File: config.mk
export PLATFORM = sky130hd
export DESIGN_NAME = safety_interlock
export DESIGN_NICKNAME = d
export VERILOG_FILES = /design/src/rtl/input_filter.v /design/src/rtl/safety_interlock.v
export VERILOG_INCLUDE_DIRS = /design/src /design/src/include
export SDC_FILE = /design/constraint.sdc
export NUM_CORES = 1
export LEC_CHECK = 0
export ABC_AREA = 1
export BUFFER_PORTS_ARGS = -buffer_cell sky130_fd_sc_hd__buf_2
export CORE_MARGIN = 2
export CORE_UTILIZATION = 50
export DETAILED_ROUTE_END_ITERATION = 10
export HOLD_SLACK_MARGIN = 0.1
export PLACE_DENSITY = 0.66
export SETUP_SLACK_MARGIN = 0.1
export SKIP_LAST_GASP = 1
export SLEW_MARGIN = 10
export SYNTH_ARGS = -nofsm -noshare
export SYNTH_HDL_FRONTEND = slang
export SYNTH_SLANG_ARGS = --single-unit
File: constraint.sdc
create_clock -name clk_sys -period 4.8 [get_ports clk_sys]
set_input_delay 0.96 -clock clk_sys [delete_from_list [all_inputs] [get_ports clk_sys]]
set_output_delay 0.96 -clock clk_sys [all_outputs]
set_load 0.02 [all_outputs]
File: src/include/interlock_defines.vh
`ifndef INTERLOCK_DEFINES_VH
`define INTERLOCK_DEFINES_VH
`define CLK_PERIOD_NS 8
`define DEBOUNCE_TIME_NS 1000000
`define DEBOUNCE_CYCLES ((`DEBOUNCE_TIME_NS + `CLK_PERIOD_NS - 1) / `CLK_PERIOD_NS)
`define START_STUCK_TIME_NS 2000000000
`define START_STUCK_CYCLES (`START_STUCK_TIME_NS / `CLK_PERIOD_NS)
`define GATE_CODE_W 4
`define GATE_CODE_CLOSED 4'h0
`define SEL_W 4
`endif

File: src/rtl/input_filter.v
`timescale 1ns/1ns
`include "interlock_defines.vh"
module input_filter #(
  parameter [31:0] DEBOUNCE = 32'd125000
) (
  // Clock and reset.
  input wire clk_sys,
  input wire rstn,
  // Raw and filtered level.
  input wire raw,
  output reg clean_r
);
  reg meta_r;
  reg sync_r;
  reg [31:0] cnt_r;

  // Two stages of synchroniser, then a stability counter.
  always @(posedge clk_sys or negedge rstn) begin
    if (!rstn) begin
      meta_r <= 1'b0;
      sync_r <= 1'b0;
      cnt_r <= 32'h0;
      clean_r <= 1'b0;
    end else begin
      meta_r <= raw;
      sync_r <= meta_r;
      if (sync_r == clean_r) begin
        cnt_r <= 32'h0;
      end else if (cnt_r >= DEBOUNCE - 32'd1) begin
        cnt_r <= 32'h0;
        clean_r <= sync_r;
      end else begin
        cnt_r <= cnt_r + 32'd1;
      end
    end
  end
endmodule // input_filter

File: src/rtl/safety_interlock.v
`timescale 1ns/1ns
`include "interlock_defines.vh"
module safety_interlock #(
  parameter [31:0] DEBOUNCE = `DEBOUNCE_CYCLES,
  parameter [31:0] START_STUCK = `START_STUCK_CYCLES
) (
  // Clock and reset.
  input wire clk_sys,
  input wire rstn,
  // Interlock channels, high when closed.
  input wire chan_a_closed,
  input wire chan_b_closed,
  // Short detector between the two channels, high on fault.
  input wire chan_short_fault,
  // Buttons, high when pressed.
  input wire start_button,
  input wire stop_button,
  input wire manual_reset,
  // External error detectors, high while an error is present.
  input wire error_in,
  // Monitoring of the main power contactor, high when contactor is closed.
  input wire power_monitor,
  // Beam switch.
  input wire [`SEL_W-1:0] beam_channel_select_inputs,
  input wire beam_switch_is_open,
  // Outputs.
  output reg main_power_enable_r,
  output reg main_power_on_status_r,
  output reg error_latched_r,
  output reg fault_block_r,
  output reg beam_channel_open_feedback_r,
  output reg beam_channel_closed_feedback_r,
  output reg [`GATE_CODE_W-1:0] gate_channel_code_r,
  output reg sequence_error_r
);
  wire a_c;
  wire b_c;
  wire start_c;
  wire stop_c;
  wire reset_c;
  wire [4:0] raw_v;
  wire [4:0] clean_v;
  reg start_d_r;
  reg reset_d_r;
  reg [1:0] state_r;
  reg [1:0] state_nxt;
  reg [31:0] stuck_cnt_r;
  reg start_stuck_r;
  reg mon_mismatch_r;
  reg [`SEL_W-1:0] last_sel_r;
  wire start_edge;
  wire reset_edge;
  wire both_closed;
  wire any_open;
  wire err_now;
  wire fault_now;
  // Power sequencing states; only ST_ON closes the contactor.
  localparam [1:0] ST_BLOCKED = 2'h0;
  localparam [1:0] ST_ARMED = 2'h1;
  localparam [1:0] ST_ON = 2'h2;

  assign raw_v = {manual_reset, stop_button, start_button, chan_b_closed, chan_a_closed};

  genvar gi;
  generate
    for (gi = 0; gi < 5; gi = gi + 1) begin : g_filt
      input_filter #(.DEBOUNCE(DEBOUNCE)) u_filt (
        .clk_sys(clk_sys),
        .rstn(rstn),
        .raw(raw_v[gi]),
        .clean_r(clean_v[gi])
      );
    end
  endgenerate

  assign a_c = clean_v[0];
  assign b_c = clean_v[1];
  assign start_c = clean_v[2];
  assign stop_c = clean_v[3];
  assign reset_c = clean_v[4];
  assign start_edge = start_c & ~start_d_r;
  assign reset_edge = reset_c & ~reset_d_r;
  assign both_closed = a_c & b_c;
  assign any_open = ~a_c | ~b_c;
  assign fault_now = chan_short_fault | start_stuck_r;
  // Power monitor disagreeing with the enable a cycle later counts as an error.
  assign err_now = error_in | mon_mismatch_r | fault_now;

  always @(posedge clk_sys or negedge rstn) begin
    if (!rstn) begin
      start_d_r <= 1'b0;
      reset_d_r <= 1'b0;
      stuck_cnt_r <= 32'h0;
      start_stuck_r <= 1'b0;
    end else begin
      start_d_r <= start_c;
      reset_d_r <= reset_c;
      // A start held far longer than any press is taken as a shorted button.
      if (!start_c) begin
        stuck_cnt_r <= 32'h0;
        start_stuck_r <= 1'b0;
      end else if (stuck_cnt_r >= START_STUCK - 32'd1) begin
        start_stuck_r <= 1'b1;
      end else begin
        stuck_cnt_r <= stuck_cnt_r + 32'd1;
      end
    end
  end

  always @(posedge clk_sys or negedge rstn) begin
    if (!rstn) begin
      mon_mismatch_r <= 1'b0;
      fault_block_r <= 1'b0;
    end else begin
      mon_mismatch_r <= (power_monitor != main_power_enable_r) &&
        (main_power_enable_r == main_power_on_status_r);
      fault_block_r <= fault_now;
    end
  end

  always @(posedge clk_sys or negedge rstn) begin
    if (!rstn) begin
      error_latched_r <= 1'b0;
    end else begin
      // Setting wins over the manual reset, so an error present during reset stays held.
      if (err_now) begin
        error_latched_r <= 1'b1;
      end else if (reset_edge && !fault_block_r) begin
        error_latched_r <= 1'b0;
      end
    end
  end

  // Arming needs both channels open at once; a single open channel never rearms.
  always @* begin
    state_nxt = state_r;
    case (state_r)
      ST_BLOCKED: begin
        if (!a_c && !b_c) begin
          state_nxt = ST_ARMED;
        end
      end
      ST_ARMED: begin
        if (start_edge && both_closed && !stop_c && !err_now && !error_latched_r) begin
          state_nxt = ST_ON;
        end
      end
      ST_ON: begin
        if (any_open || err_now || error_latched_r || stop_c) begin
          state_nxt = (!a_c && !b_c) ? ST_ARMED : ST_BLOCKED;
        end
      end
      default: begin
        state_nxt = ST_BLOCKED;
      end
    endcase
  end

  always @(posedge clk_sys or negedge rstn) begin
    if (!rstn) begin
      state_r <= ST_BLOCKED;
      main_power_enable_r <= 1'b0;
      main_power_on_status_r <= 1'b0;
    end else begin
      state_r <= state_nxt;
      // Both outputs follow one next state, so the status can never lag the enable.
      main_power_enable_r <= (state_nxt == ST_ON);
      main_power_on_status_r <= (state_nxt == ST_ON);
    end
  end

  always @(posedge clk_sys or negedge rstn) begin
    if (!rstn) begin
      beam_channel_open_feedback_r <= 1'b0;
      beam_channel_closed_feedback_r <= 1'b0;
      gate_channel_code_r <= `GATE_CODE_CLOSED;
    end else begin
      beam_channel_open_feedback_r <= beam_switch_is_open;
      beam_channel_closed_feedback_r <= ~beam_switch_is_open;
      gate_channel_code_r <= beam_switch_is_open ? beam_channel_select_inputs : `GATE_CODE_CLOSED;
    end
  end

  always @(posedge clk_sys or negedge rstn) begin
    if (!rstn) begin
      last_sel_r <= `GATE_CODE_CLOSED;
      sequence_error_r <= 1'b0;
    end else begin
      // Flag a direct hop between two open channels without passing channel zero.
      last_sel_r <= beam_channel_select_inputs;
      if (beam_channel_select_inputs != last_sel_r && last_sel_r != `GATE_CODE_CLOSED &&
          beam_channel_select_inputs != `GATE_CODE_CLOSED) begin
        sequence_error_r <= 1'b1;
      end else if (reset_edge) begin
        sequence_error_r <= 1'b0;
      end
    end
  end
endmodule // safety_interlock
==> flow_metrics.env <==
export IMPL_outcome="complete, no violations"
export IMPL_io_buffers=25
export IMPL_ctsHtreeMaxLevel=1
export IMPL_first_iter_violations=390
export IMPL_min_period_ns=2.53
export IMPL_synth_seq_area_share=0.569
export IMPL_dr_pass1_iters=5
export IMPL_wire_per_inst_um=11.7
export IMPL_drive_gt1_frac=0.0658
export IMPL_grt_max_degree=122
export IMPL_path_clk_slew_ns=0.06
export IMPL_critPathBufInv=0
export IMPL_synthArstFlopShare=1.00
export IMPL_grt_pass1_wl_um=32300
export IMPL_slowest_stage="a21boi_1"
export IMPL_clock_latency_ns=0.52
export IMPL_criticalPathCategory="register to register"
export IMPL_p_per_area_nw_per_um2=349
export IMPL_ant_nets=0
export IMPL_fin_ws_ns=2.27
export IMPL_clockBufferDepth=3
export IMPL_cts_buffers=25
export IMPL_synth_area_leader_cell="dfrtp_1"
export IMPL_rows=51
export IMPL_cts_resized_gates=0
export IMPL_slew_viol_final=0
export IMPL_diodes=0
export IMPL_tritoncts="done"
export IMPL_ios=26
export IMPL_crit_path_cell_trace="nand2_1 > nor2_1 > a21oi_1 > a21boi_1 > nand2_4 > nand2_4 > nand2_1 > nand2_1"
export IMPL_first_global_vias=7141
export IMPL_area_growth_pct=15.0
export IMPL_antenna_found_initial=0
export IMPL_finClkSkew_ns=0.00962
export IMPL_core_area_um2=19500
export IMPL_synth_distinct_cells=39
export IMPL_cap_violations=0
export IMPL_critPathTopFamily="simple AND/OR/NAND/NOR gates"
export IMPL_final_cell_mix="254 x nand2_1, 226 x dfrtp_1, 204 x nor2_1, 105 x inv_1, 78 x nand3_1"
export IMPL_start_util=0.511
export IMPL_synthCells=1120
export IMPL_start_kind="register"
export IMPL_clock_sinks=227
export IMPL_setup_viol=0
export IMPL_crit_arrival_ns=2.99
export IMPL_die_area_um2=21100
export IMPL_maxSlewHeadroom=0.359
export IMPL_clock_fmax_mhz=395
export IMPL_hold_viol_final=0
export IMPL_slowest_delay_ns=0.79
export IMPL_syn_area_um2=9980
export IMPL_synth_top_area_frac=0.569
export IMPL_grt_usage=0.178
export IMPL_ys_ff_latch=227
export IMPL_cp_max_fo=30
export IMPL_synth_edf_count=0
export IMPL_viasPerCell=4.73
export IMPL_die_w_um=145
export IMPL_route_vias_total=7159
export IMPL_cts_root_buf="clkbuf_16"
export IMPL_layout_nets=1250
export IMPL_critPathCaptureType="register"
export IMPL_die_h_um=145
export IMPL_worstMarginPinSlew_ns=0.959
export IMPL_route_detailed_drc=0
export IMPL_tns_ns=0
export IMPL_cpMostUsedCell="nand2_1"
export IMPL_dp_worst_setup_slack_ns=2.34
export IMPL_mostFrequentLayoutCell="nand2_1"
export IMPL_rsz0062_at_grt="false"
export IMPL_fin_crit_sh=0.528
export IMPL_hp_class="register to register"
export IMPL_grt_ovfl_total=0
export IMPL_leakage_uw=0.00515
export IMPL_wl_um=17600
export IMPL_postCtsSetupBuffers=0
export IMPL_peakVddDrop_mv=0.256
export IMPL_synthTopCellsByArea="dfrtp_1 57%, nand2_1 9.6%, nor2_1 7.7%, xor2_1 5.7%, inv_1 3.9%"
export IMPL_place_congestion=0.889
export IMPL_critPathRequiredTime_ns=5.26
export IMPL_ys_warn_count=0
export IMPL_ys_flop_type="dfrtp_1"
export IMPL_syn_area_per_cell_um2=8.91
export IMPL_postCtsHoldBufs=0
export IMPL_hpwl_um=11800
## cells by family after synthesis
logic type                 after synthesis  share of synthesized area
xor gates and xnor gates                83                     0.0728
DFF                                    227                      0.569
other                                    1                   0.000376
adders and majority gates                6                    0.00752
buffers and inverters                  127                     0.0523
and+or+nand+nor                        653                      0.285
AOI/OAI and AO/OA                       23                     0.0129
## metal layers
layer	part of all wire	track usage	up-vias
met5	0	0	-
li1	-	-	3714
met4	0.024	0.0520	0
met3	0.039	0.0289	37
met1	0.47	0.243	3312
met2	0.46	0.295	96
## sequential cells by signal, summed over array words and instances, names as in the netlist
register	count
g_filt.u_filt.cnt_r	160
stuck_cnt_r	32
g_filt.u_filt.clean_r	5
g_filt.u_filt.meta_r	5
g_filt.u_filt.sync_r	5
gate_channel_code_r	4
last_sel_r	4
state_r	2
beam_channel_closed_feedback_r	1
beam_channel_open_feedback_r	1
error_latched_r	1
fault_block_r	1
main_power_on_status_r	1
mon_mismatch_r	1
reset_d_r	1
sequence_error_r	1
start_d_r	1
start_stuck_r	1
## through the flow
stage / total power, uW / cell area, um^2 / utilization / std cells / hold WS, ns
global route: 4170 / 11500 / 0.588 / 1512 / 0.357
floorplan: 2050 / 10300 / - / 1194 / 0.331
finish: 4010 / 11500 / 0.588 / 1512 / 0.342
CTS: 4080 / 11500 / 0.588 / 1512 / 0.346
detailed placement: 2110 / 10600 / 0.545 / 1467 / 0.335
global placement: 2110 / 10600 / 0.545 / 1467 / 0.334
## cell type report
cell class,count,area (um^2)
fillers,1772,8050
multi-input cells,840,4060
clock buffers,36,707
repair buffers,29,165
clock inverters,9,134
well taps,265,332
inverters,106,398
flip-flops and latches,227,5680
## path summary, 6_finish.rpt
check                                             startpoint                             endpoint  slack (ns)  cells past startpoint
min in group asynchronous                               rstn  g_filt[1].u_filt.cnt_r[5]$_DFF_PN0_        0.49                      1
min reg2reg                g_filt[4].u_filt.meta_r$_DFF_PN0_    g_filt[4].u_filt.sync_r$_DFF_PN0_        0.34                      0
max                              stuck_cnt_r[25]$_DFFE_PN0P_          stuck_cnt_r[11]$_DFFE_PN0P_        2.27                      8
min                        g_filt[4].u_filt.meta_r$_DFF_PN0_    g_filt[4].u_filt.sync_r$_DFF_PN0_        0.34                      0
max in group asynchronous                               rstn           stuck_cnt_r[3]$_DFFE_PN0P_        3.36                      2
max reg2reg                      stuck_cnt_r[25]$_DFFE_PN0P_          stuck_cnt_r[11]$_DFFE_PN0P_        2.27                      8
## Yosys cell counts, drive strengths merged (2+ instances only)
| cell | n |
|---|---|
| a31oi | 2 |
| and3 | 4 |
| buf | 15 |
| clkbuf | 6 |
| dfrtp | 227 |
| ha | 6 |
| inv | 105 |
| nand2 | 257 |
| nand3 | 84 |
| nand3b | 2 |
| nand4 | 36 |
| nor2 | 206 |
| nor3 | 46 |
| nor3b | 2 |
| nor4 | 14 |
| o21ai | 16 |
| xnor2 | 18 |
| xor2 | 65 |
## where the power goes
part           total, uW  switching, uW  internal [uW]
logic               86.6           64.9           21.7
registers           1990           24.9           1960
clock network       1940            752           1180
No activity file was read; power rests on OpenSTA's default activity.
